### config.mk
export PLATFORM = sky130hd
export DESIGN_NAME = bcs_scaler_front_end
export DESIGN_NICKNAME = d
export VERILOG_FILES = /design/src/logic/bcs_scaler_pkg.sv /design/src/logic/bcs_scaler_front_end.sv
export SDC_FILE = /design/constraint.sdc
export NUM_CORES = 2
export LEC_CHECK = 0
export BUFFER_PORTS_ARGS = -buffer_cell sky130_fd_sc_hd__buf_2
export CORE_MARGIN = 2
export CORE_UTILIZATION = 55
export DETAILED_ROUTE_END_ITERATION = 10
export GPL_TIMING_DRIVEN = 1
export HOLD_SLACK_MARGIN = 0.06
export PLACE_DENSITY = 0.71
export SYNTH_ARGS = -nofsm -noshare
export SYNTH_HDL_FRONTEND = slang
export SYNTH_SLANG_ARGS = --single-unit
### constraint.sdc
create_clock -name sys_clk -period 51.7 [get_ports sys_clk]
set_input_delay 0 -clock sys_clk [delete_from_list [all_inputs] [get_ports sys_clk]]
set_output_delay 0 -clock sys_clk [all_outputs]
set_load 0.02 [all_outputs]
### src/logic/bcs_scaler_pkg.sv
// Purpose: Shared constants and types for the video BCS and scaler front end.
// Assumes: 8-bit samples, 4:2:2 pixel stream on the expansion port.
// Notes: Register offsets are word indices; byte address is four times the index.
package bcs_scaler_pkg;
	localparam int ADDR_W = 8;
	localparam logic [ADDR_W-1:0] REG_PORT_CTRL = 8'h0E;
	localparam logic [ADDR_W-1:0] REG_STATUS_CTRL = 8'h0D;
	localparam logic [ADDR_W-1:0] REG_FILTER_CTRL = 8'h28;
	localparam logic [ADDR_W-1:0] REG_OPTION_CTRL = 8'h30;
	localparam logic [ADDR_W-1:0] REG_LUMA_OFFSET = 8'h40;
	localparam logic [ADDR_W-1:0] REG_LUMA_GAIN = 8'h41;
	localparam logic [ADDR_W-1:0] REG_CHROMA_GAIN = 8'h42;
	localparam logic [ADDR_W-1:0] REG_CHROMA_PHASE = 8'h43;
	localparam logic [ADDR_W-1:0] REG_SIZE_X = 8'h44;
	localparam logic [ADDR_W-1:0] REG_SIZE_Y = 8'h45;
	localparam logic [ADDR_W-1:0] REG_STATUS = 8'h46;
	localparam logic [7:0] OFFSET_RESET = 8'h80;
	localparam logic [6:0] GAIN_RESET = 7'h40;
	localparam logic [7:0] CLIP_MIN = 8'h01;
	localparam logic [7:0] CLIP_MAX = 8'hFE;
	localparam int GAIN_SHIFT = 6;
	localparam int SAT_TOP = 10'sd254;
	localparam int SAT_BOT = 10'sd1;
	localparam logic [3:0] RATIO_DEN = 4'hF;
	localparam logic [3:0] H_BOUND1 = 4'hE;
	localparam logic [3:0] H_BOUND6 = 4'hB;
	localparam logic [3:0] H_BOUND3 = 4'h7;
	localparam logic [3:0] H_BOUND4 = 4'h3;
	localparam logic [3:0] V_BOUND1 = 4'hD;
	localparam logic [3:0] V_BOUND2 = 4'h4;
	localparam int RT_FRAME_BITS = 16;
	typedef enum logic [2:0] {HF_BYPASS, HF_TAP2, HF_TAP3, HF_TAP4, HF_TAP5, HF_TAP9} hresp_t;
	typedef enum logic [1:0] {VF_BYPASS, VF_FUNC1, VF_FUNC2, VF_FUNC3} vresp_t;
	typedef struct packed {
		logic [7:0] luma;
		logic [7:0] chroma;
	} pix_t;
	typedef struct packed {
		logic pixelEn;
		logic syncEn;
		logic clockEn;
	} drive_t;
endpackage

### src/logic/bcs_scaler_front_end.sv
// Purpose: Brightness/contrast/saturation, expansion port direction, status pins,
//  real-time serial output and horizontal/vertical filter selection.
// Assumes: Pins and the link clock arrive asynchronously and are synchronised.
// Notes: Filters are simple luma box averages; horizontal length follows the response, vertical is a two-line mean.
`timescale 1ns/100ps
module bcs_scaler_front_end
	import bcs_scaler_pkg::*;
#(
	parameter int LINE_LEN = 384,
	parameter int RT_DIV = 8
) (
	input wire logic sys_clk,
	input wire logic rst_n,
	input wire logic [ADDR_W-1:0] regAddr,
	input wire logic [31:0] regWdata,
	input wire logic regWr,
	input wire logic regRd,
	output logic [31:0] regRdata,
	input wire pix_t decPixel,
	input wire logic decValid,
	input wire logic decLineRef,
	input wire logic decFieldSync,
	input wire logic decLineClock,
	input wire logic decClockQual,
	input wire logic decFieldOdd,
	input wire logic decSeqBit,
	input wire logic decHLock,
	input wire logic decVDetect,
	input wire logic [23:0] decRtWord,
	input wire logic dirPin,
	input wire pix_t portPixelIn,
	input wire logic lineValidRefIn,
	input wire logic fieldSyncIn,
	input wire logic lineClockIn,
	input wire logic clockQualifierIn,
	output pix_t portPixelOut,
	output logic portPixelOe,
	output logic lineValidRefOut,
	output logic fieldSyncOut,
	output logic syncOe,
	output logic lineClockOut,
	output logic clockQualifierOut,
	output logic clockOe,
	output logic statusOutA,
	output logic statusOutB,
	output logic realtimeSerialOut,
	output logic [7:0] lumaOut,
	output logic [7:0] uOut,
	output logic [7:0] vOut,
	output logic chromaKey,
	output logic outValid,
	output logic [1:0] portMode
);
	logic [7:0] lumaOffsetCode_q;
	logic [6:0] lumaGainCode_q;
	logic [6:0] chromaGainCode_q;
	logic [7:0] chromaPhaseCode_q;
	drive_t drive_q;
	logic statusOutSelect_q;
	logic [2:0] hfilterSelect_q;
	logic vfilterSelectHi_q;
	logic vfilterSelectLo_q;
	logic adaptiveFilterEnable_q;
	logic adaptiveVerticalOption_q;
	logic [9:0] destWidth_q;
	logic [9:0] sourceWidth_q;
	logic [9:0] destHeight_q;
	logic [9:0] sourceHeight_q;
	logic [1:0] dirSync_q;
	logic [1:0] lclkSync_q;
	logic lclkPrev_q;
	pix_t pixS1_q;
	pix_t pixS2_q;
	logic [1:0] lrefSync_q;
	logic [1:0] fsyncSync_q;
	logic [1:0] mode_d;
	hresp_t hResp;
	vresp_t vResp;
	// Manual select code table, index is the 3-bit field
	localparam hresp_t H_TABLE [8] = '{HF_BYPASS, HF_TAP2, HF_TAP3, HF_TAP4, HF_TAP5,
		HF_TAP9, HF_TAP9, HF_TAP9};

	always_ff @(posedge sys_clk or negedge rst_n) begin
		if (!rst_n) begin
			lumaOffsetCode_q <= OFFSET_RESET;
			lumaGainCode_q <= GAIN_RESET;
			chromaGainCode_q <= GAIN_RESET;
			chromaPhaseCode_q <= 8'h00;
			drive_q <= '{pixelEn: 1'b1, syncEn: 1'b1, clockEn: 1'b1};
			statusOutSelect_q <= 1'b0;
			hfilterSelect_q <= 3'h0;
			vfilterSelectHi_q <= 1'b0;
			vfilterSelectLo_q <= 1'b0;
			adaptiveFilterEnable_q <= 1'b0;
			adaptiveVerticalOption_q <= 1'b0;
			destWidth_q <= 10'h000;
			sourceWidth_q <= 10'h000;
			destHeight_q <= 10'h000;
			sourceHeight_q <= 10'h000;
		end else if (regWr) begin
			case (regAddr)
				REG_PORT_CTRL: drive_q <= regWdata[2:0];
				REG_STATUS_CTRL: statusOutSelect_q <= regWdata[0];
				REG_FILTER_CTRL: begin
					hfilterSelect_q <= regWdata[2:0];
					vfilterSelectLo_q <= regWdata[3];
					vfilterSelectHi_q <= regWdata[4];
					adaptiveFilterEnable_q <= regWdata[5];
				end
				REG_OPTION_CTRL: adaptiveVerticalOption_q <= regWdata[0];
				REG_LUMA_OFFSET: lumaOffsetCode_q <= regWdata[7:0];
				REG_LUMA_GAIN: lumaGainCode_q <= regWdata[6:0];
				REG_CHROMA_GAIN: chromaGainCode_q <= regWdata[6:0];
				REG_CHROMA_PHASE: chromaPhaseCode_q <= regWdata[7:0];
				REG_SIZE_X: begin
					destWidth_q <= regWdata[9:0];
					sourceWidth_q <= regWdata[25:16];
				end
				REG_SIZE_Y: begin
					destHeight_q <= regWdata[9:0];
					sourceHeight_q <= regWdata[25:16];
				end
				default: ;
			endcase
		end
	end

	always_ff @(posedge sys_clk or negedge rst_n) begin
		if (!rst_n) begin
			regRdata <= 32'h0000_0000;
		end else if (regRd) begin
			case (regAddr)
				REG_PORT_CTRL: regRdata <= {29'h0, drive_q};
				REG_STATUS_CTRL: regRdata <= {31'h0, statusOutSelect_q};
				REG_FILTER_CTRL: regRdata <= {26'h0, adaptiveFilterEnable_q, vfilterSelectHi_q,
					vfilterSelectLo_q, hfilterSelect_q};
				REG_OPTION_CTRL: regRdata <= {31'h0, adaptiveVerticalOption_q};
				REG_LUMA_OFFSET: regRdata <= {24'h0, lumaOffsetCode_q};
				REG_LUMA_GAIN: regRdata <= {25'h0, lumaGainCode_q};
				REG_CHROMA_GAIN: regRdata <= {25'h0, chromaGainCode_q};
				REG_CHROMA_PHASE: regRdata <= {24'h0, chromaPhaseCode_q};
				REG_SIZE_X: regRdata <= {6'h0, sourceWidth_q, 6'h0, destWidth_q};
				REG_SIZE_Y: regRdata <= {6'h0, sourceHeight_q, 6'h0, destHeight_q};
				REG_STATUS: regRdata <= {24'h0, 1'b0, vResp, hResp, portMode};
				default: regRdata <= 32'h0000_0000;
			endcase
		end else begin
			regRdata <= 32'h0000_0000;
		end
	end

	// Pin synchronisers; first stage only feeds the second
	always_ff @(posedge sys_clk or negedge rst_n) begin
		if (!rst_n) begin
			dirSync_q <= 2'b00;
			lclkSync_q <= 2'b00;
			lclkPrev_q <= 1'b0;
			lrefSync_q <= 2'b00;
			fsyncSync_q <= 2'b00;
			pixS1_q <= '0;
			pixS2_q <= '0;
		end else begin
			dirSync_q <= {dirSync_q[0], dirPin};
			lclkSync_q <= {lclkSync_q[0], lineClockIn};
			lclkPrev_q <= lclkSync_q[1];
			lrefSync_q <= {lrefSync_q[0], lineValidRefIn};
			fsyncSync_q <= {fsyncSync_q[0], fieldSyncIn};
			pixS1_q <= portPixelIn;
			pixS2_q <= pixS1_q;
		end
	end

	always_comb begin
		if (!dirSync_q[1] && drive_q.pixelEn && drive_q.syncEn && drive_q.clockEn) begin
			mode_d = 2'd0;
		end else if (dirSync_q[1] && drive_q.syncEn && drive_q.clockEn) begin
			mode_d = 2'd1;
		end else if (dirSync_q[1] && !drive_q.syncEn && !drive_q.clockEn) begin
			mode_d = 2'd2;
		end else if (dirSync_q[1] && !drive_q.syncEn && drive_q.clockEn) begin
			mode_d = 2'd3;
		end else begin
			mode_d = 2'd0;
		end
	end

	// Port drivers; enables follow the decoded mode
	always_ff @(posedge sys_clk or negedge rst_n) begin
		if (!rst_n) begin
			portMode <= 2'd0;
			portPixelOe <= 1'b0;
			syncOe <= 1'b0;
			clockOe <= 1'b0;
			portPixelOut <= '0;
			lineValidRefOut <= 1'b0;
			fieldSyncOut <= 1'b0;
			lineClockOut <= 1'b0;
			clockQualifierOut <= 1'b0;
		end else begin
			portMode <= mode_d;
			portPixelOe <= (mode_d == 2'd0) && drive_q.pixelEn;
			syncOe <= (mode_d == 2'd0 || mode_d == 2'd1) && drive_q.syncEn;
			clockOe <= (mode_d != 2'd2) && drive_q.clockEn;
			portPixelOut <= decPixel;
			lineValidRefOut <= decLineRef;
			fieldSyncOut <= decFieldSync;
			lineClockOut <= decLineClock;
			clockQualifierOut <= decClockQual;
		end
	end

	always_ff @(posedge sys_clk or negedge rst_n) begin
		if (!rst_n) begin
			statusOutA <= 1'b0;
			statusOutB <= 1'b0;
		end else if (statusOutSelect_q) begin
			statusOutA <= decHLock;
			statusOutB <= decVDetect;
		end else begin
			statusOutA <= decFieldOdd;
			statusOutB <= ~decSeqBit;
		end
	end

	// Serial real-time word, MSB first, start bit then 24 data bits
	logic [7:0] rtDiv_q;
	logic [4:0] rtBit_q;
	logic [23:0] rtShift_q;
	always_ff @(posedge sys_clk or negedge rst_n) begin
		if (!rst_n) begin
			rtDiv_q <= 8'h00;
			rtBit_q <= 5'h00;
			rtShift_q <= 24'h000000;
			realtimeSerialOut <= 1'b0;
		end else if (rtDiv_q == 8'(RT_DIV - 1)) begin
			rtDiv_q <= 8'h00;
			if (rtBit_q == 5'h00) begin
				rtShift_q <= decRtWord;
				realtimeSerialOut <= 1'b1;
				rtBit_q <= 5'h18;
			end else begin
				realtimeSerialOut <= rtShift_q[23];
				rtShift_q <= {rtShift_q[22:0], 1'b0};
				rtBit_q <= rtBit_q - 5'h01;
			end
		end else begin
			rtDiv_q <= rtDiv_q + 8'h01;
		end
	end

	// Adaptive choice; tightest bound checked first, 15*d <= k*s
	function automatic logic le(input logic [9:0] d, input logic [9:0] s, input logic [3:0] k);
		le = (14'(d) * 14'(RATIO_DEN)) <= (14'(s) * 14'(k));
	endfunction

	always_comb begin
		if (adaptiveFilterEnable_q) begin
			if (le(destWidth_q, sourceWidth_q, H_BOUND4)) hResp = HF_TAP9;
			else if (le(destWidth_q, sourceWidth_q, H_BOUND3)) hResp = HF_TAP5;
			else if (le(destWidth_q, sourceWidth_q, H_BOUND6)) hResp = HF_TAP4;
			else if (le(destWidth_q, sourceWidth_q, H_BOUND1)) hResp = HF_TAP2;
			else hResp = HF_BYPASS;
			if (le(destHeight_q, sourceHeight_q, V_BOUND2)) vResp = VF_FUNC2;
			else if (le(destHeight_q, sourceHeight_q, V_BOUND1)) vResp = VF_FUNC1;
			else vResp = VF_BYPASS;
			if (adaptiveVerticalOption_q && vResp == VF_FUNC2) vResp = VF_FUNC3;
		end else begin
			hResp = H_TABLE[hfilterSelect_q];
			vResp = vresp_t'({vfilterSelectHi_q, vfilterSelectLo_q});
		end
	end

	// Source select: internal decoder or external port
	pix_t src;
	logic srcValid;
	logic srcLine;
	logic extPix;
	assign extPix = (portMode != 2'd0);
	assign src = extPix ? pixS2_q : decPixel;
	assign srcValid = extPix ? (lclkSync_q[1] && !lclkPrev_q) : decValid;
	assign srcLine = (portMode == 2'd2 || portMode == 2'd3) ? lrefSync_q[1] : decLineRef;

	// BCS arithmetic, gain = code/64, offset centred on 80H
	logic signed [17:0] lumaAdj;
	logic signed [17:0] chromaAdj;
	logic signed [17:0] chromaDiff;
	logic [7:0] lumaClip;
	logic [7:0] chromaClip;
	always_comb begin
		// Signed difference, so scaling a low U or V keeps its sign
		chromaDiff = $signed({10'h000, src.chroma}) - 18'sd128;
		lumaAdj = 18'((18'(src.luma) * 18'(lumaGainCode_q)) >>> GAIN_SHIFT)
			+ 18'(lumaOffsetCode_q) - 18'(OFFSET_RESET);
		chromaAdj = 18'((chromaDiff * $signed({11'h000, chromaGainCode_q})) >>> GAIN_SHIFT)
			+ 18'sd128;
		lumaClip = (lumaAdj > 18'(SAT_TOP)) ? CLIP_MAX :
			(lumaAdj < 18'(SAT_BOT)) ? CLIP_MIN : lumaAdj[7:0];
		chromaClip = (chromaAdj > 18'(SAT_TOP)) ? CLIP_MAX :
			(chromaAdj < 18'(SAT_BOT)) ? CLIP_MIN : chromaAdj[7:0];
	end

	// Horizontal box filter on the luma path only; chroma taps are shifted but unused
	logic [7:0] yTap_q [8];
	logic [7:0] cTap_q [8];
	logic phase_q;
	logic [7:0] uHold_q;
	logic [11:0] ySum;
	logic [3:0] taps;
	always_comb begin
		case (hResp)
			HF_TAP2: taps = 4'd2;
			HF_TAP3: taps = 4'd4;
			HF_TAP4: taps = 4'd4;
			HF_TAP5: taps = 4'd8;
			HF_TAP9: taps = 4'd8;
			default: taps = 4'd1;
		endcase
		ySum = 12'(lumaClip);
		for (int i = 0; i < 7; i++) begin
			if (4'(i + 1) < taps) ySum = ySum + 12'(yTap_q[i]);
		end
	end

	// Vertical luma line store and blend
	logic [7:0] lineMem [LINE_LEN];
	logic [8:0] xPos_q;
	logic [7:0] yH;
	logic [7:0] yV;
	logic [7:0] above;
	assign yH = (taps == 4'd8) ? ySum[10:3] : (taps == 4'd4) ? ySum[9:2] :
		(taps == 4'd2) ? ySum[8:1] : ySum[7:0];
	assign above = lineMem[xPos_q];
	assign yV = (vResp == VF_BYPASS) ? yH : 8'((9'(yH) + 9'(above)) >> 1);
	always_ff @(posedge sys_clk) begin
		if (srcValid) lineMem[xPos_q] <= yH;
	end

	// Pixel dropping accumulator ahead of output
	logic [10:0] dda_q;
	logic keep;
	assign keep = (dda_q + 11'(destWidth_q)) >= 11'(sourceWidth_q);
	always_ff @(posedge sys_clk or negedge rst_n) begin
		if (!rst_n) begin
			for (int i = 0; i < 8; i++) begin
				yTap_q[i] <= 8'h00;
				cTap_q[i] <= 8'h00;
			end
			phase_q <= 1'b0;
			uHold_q <= 8'h80;
			xPos_q <= 9'h000;
			dda_q <= 11'h000;
			lumaOut <= 8'h00;
			uOut <= 8'h80;
			vOut <= 8'h80;
			chromaKey <= 1'b0;
			outValid <= 1'b0;
		end else begin
			outValid <= 1'b0;
			if (!srcLine) begin
				phase_q <= 1'b0;
				xPos_q <= 9'h000;
				dda_q <= 11'h000;
			end else if (srcValid) begin
				yTap_q[0] <= lumaClip;
				cTap_q[0] <= chromaClip;
				for (int i = 1; i < 8; i++) begin
					yTap_q[i] <= yTap_q[i-1];
					cTap_q[i] <= cTap_q[i-1];
				end
				phase_q <= ~phase_q;
				xPos_q <= (xPos_q == 9'(LINE_LEN - 1)) ? 9'h000 : xPos_q + 9'h001;
				if (!phase_q) uHold_q <= chromaClip;
				dda_q <= keep ? 11'(dda_q + 11'(destWidth_q) - 11'(sourceWidth_q))
					: 11'(dda_q + 11'(destWidth_q));
				if (phase_q && keep) begin
					lumaOut <= yV;
					uOut <= uHold_q;
					vOut <= chromaClip;
					chromaKey <= (uHold_q != 8'h80) || (chromaClip != 8'h80);
					outValid <= 1'b1;
				end
			end
		end
	end
endmodule

==> summary.txt <==
run status -> complete, no violations
Post-CTS Setup Bufs -> 0
number of synthesized flops with an enable pin -> 3,072
DP HPWL -> 212,000 um
endpoints failing hold -> 0
synthesized cell area -> 0.146 sq mm
combinational power share -> 12.9%
share of cells above drive strength 1 -> 22.3%
Worst path max stage delay -> 0.94 ns
DIE HEIGHT -> 519 um
drt first pass iters -> 6
switching part of the total -> 24.8%
Core Area -> 0.265 sq mm
Period minus WS final -> 18.99 ns
Rows -> 189
wire length per cell -> 28.5 um
area share of the largest cell type after synthesis -> 63.2%
VDD IR max -> 0.0467 mV
Clock Skews -> 0.0862 ns
GR Overflow Total -> 0
routed vias -> 76,300
clk sink count -> 3,388
drt via density -> 6.25
drt total wl -> 348,000 um
drt initial violations -> 9,091
slew margin rel. -> 13.7%
Yosys warnings -> 0
die width -> 519 um
CP delay by family, top -> adder cells
IO Port Bufs -> 173
fin crit share -> 36.7%
clock root buffer -> clkbuf_16
Placer Congestion -> 0.863
Worst-Margin Slew -> 1.29 ns
sequential-to-total area share from yosys stat -> 68.6%
crit path kind -> flop to flop
Synth cell types -> 95
worst skew pair latency -> 0.91 ns
fillers -> 18,000
Critical Path Fanout Max -> 98
CP endpoint kind -> flop
post_cts resized -> 0
Worst Path Arrival -> 19.53 ns
Primary FF master, synth -> edfxtp_1
Clock transition at path regs -> 0.06 ns
die area -> 0.270 sq mm
initial antenna violation count -> 13
Boundary Pins -> 200
Total Routing Usage GR -> 25.9%
power share of the clock group -> 37.6%
fin. max-slew vios -> 0
P_leak -> 0.0558 uW
Final setup violation count -> 0
area grow syn2layout -> 12.4%
setup TNS -> 0 ns
first-pass GRT wire length -> 519,000 um
Req. time, crit path -> 52.24 ns
Fmax -> 52.7 MHz
Max Cap Viol -> 0
vias in the first global route -> 78,300
largest net degree at the start of global routing -> 225
Sw Pwr -> 1640 uW
Post-route DRC -> 0
Power Density -> 40.3 mW/mm^2
total power -> 6610 uW
Final #Nets -> 8,990
number of buffers created by CTS -> 347
Seq pwr share -> 49.5%
Final ANT Viol Nets -> 0
Area contributors post-synth -> edfxtp_1 (63%), mux4_2 (15%), dfrtp_1 (5.3%)
FF+latch count, synth -> 3,388
Synth Instances -> 7,914
cell taking the most area after synthesis -> edfxtp_1
H-tree depth -> 5
Bufs on Longest Clock Path -> 4
hold crit path type -> primary input to flop
RSZ-0062 raised after global routing -> no
Synth Area per Inst -> 18.4 sq um
commonest cells in the netlist -> edfxtp_1 (3,072), mux4_2 (956), nor2_1 (558)
Post-synth ARST share -> 9.33%
Int Power -> 4970 uW
CTS tree -> done
most common cell in the netlist -> edfxtp_1
Critical-path top delay cell -> buf_4
Initial Utilization -> 55.2%
Worst Setup Start Kind -> flop
Crit path buffers/inverters -> 8
worst reg2reg max path, delay by kind of cell, from the launching register on:
| family | cells | cell delay, ns |
|---|---|---|
| AOI/OAI and AO/OA | 25 | 5.18 |
| xor gates and xnor gates | 3 | 0.69 |
| adders and majority gates | 15 | 5.74 |
| buffers and inverters | 8 | 3.00 |
| DFF | 1 | 0.51 |
| muxes | 3 | 1.19 |
| and+or+nand+nor | 9 | 2.35 |
flip-flops by register name, summed over array words and instances (netlist names), 11 cells and up:
register      flops
dda_q            11
portPixelOut     16
yTap_q           56
pixS1_q          16
lineMem        3072
pixS2_q          16
regRdata         20
rtShift_q        24
power by group through the flow:
stage	combinational (uW)	clock, uW	sequential, uW
after floorplan	522	0	3460
after global placement	807	0	3320
after detailed placement	842	0	3330
after CTS	856	2510	3270
after global routing	927	2620	3270
final	851	2490	3270
final cells by class:
type | count | area [sq um] | area share (%)
Clock buffer | 415 | 9160 | 5.58
Multi-Input combinational cell | 3863 | 43200 | 26.3
Tap cell | 3533 | 4420 | 2.69
Clock inverter | 213 | 2100 | 1.28
Timing Repair Buffer | 495 | 3950 | 2.41
Antenna cell | 3 | 7.51 | 0.00458
Sequential cell | 3388 | 100000 | 61.1
Inverter | 292 | 1100 | 0.673
metal layers:
metal | track usage [%] | routed length [um]
met1 | 36.0 | 135000
met2 | 42.2 | 171000
met3 | 4.20 | 28700
met4 | 8.75 | 13100
met5 | 0 | 24
repair_timing:
action / 4_1_cts / 5_1_grt
setup endpoints to repair: 0 / 0
hold buffers: 201 / 0
hold endpoints to repair: 380 / 0
through the flow:
| stage | area [sq um] | util, % | setup slack [ns] | std cells | hold WS [ns] |
|---|---|---|---|---|---|
| after floorplan | 146000 | - | 25.36 | 7925 | -0.296 |
| after global placement | 151000 | 57.0 | 33.14 | 11400 | 0.104 |
| after detailed placement | 151000 | 57.0 | 32.58 | 11400 | 0.111 |
| after CTS | 164000 | 62.0 | 32.54 | 12200 | 0.0629 |
| after global routing | 164000 | 62.0 | 31.22 | 12200 | 0.107 |
| final | 164000 | 62.0 | 32.71 | 12200 | 0.156 |
cells by family (layout without fill, tap and decap cells):
family | Yosys count | after routing | share of synthesized area (%)
buffers and inverters | 674 | 1415 | 1.99
flip-flops | 3388 | 3388 | 68.6
XOR/XNOR | 142 | 142 | 0.852
adder cells (fa/ha/maj) | 489 | 489 | 4.94
AND/OR/NAND/NOR | 1352 | 1352 | 4.14
other | 1 | 15 | 0.00257
AO/OA/AOI/OAI | 711 | 711 | 3.24
multiplexers | 1157 | 1157 | 16.2
path summary, 6_finish.rpt:
kind | cells past startpoint | startpoint | slack [ns] | to
worst max-delay path | 63 | portMode[1] | 32.71 | lineMem[119][7]
worst min-delay path | 3 | regWdata[1] | 0.16 | lumaGainCode_q[1]
worst max register to register | 63 | portMode[1] | 32.71 | lineMem[119][7]
worst min register to register | 0 | lclkSync_q[0] | 0.34 | lclkSync_q[1]
max in group asynchronous | 4 | rst_n | 50.49 | rtShift_q[5]
min in group asynchronous | 3 | rst_n | 0.32 | chromaGainCode_q[6]
layout by cell type, fill, tap and decap left out, drive strengths merged, types with 97 or more instances in the layout:
cell type	netlist	layout
a21oi	156	156
buf	169	295
clkbuf	213	415
clkinv	1	154
dfrtp	307	307
dlygate4sd3	0	200
edfxtp	3072	3072
fa	145	145
ha	344	344
inv	291	310
mux2i	105	105
mux4	956	956
nand2	403	403
nor2	559	559
nor2b	106	106
o21ai	159	159
xnor2	97	97
Power figures use the tool's default switching activity.
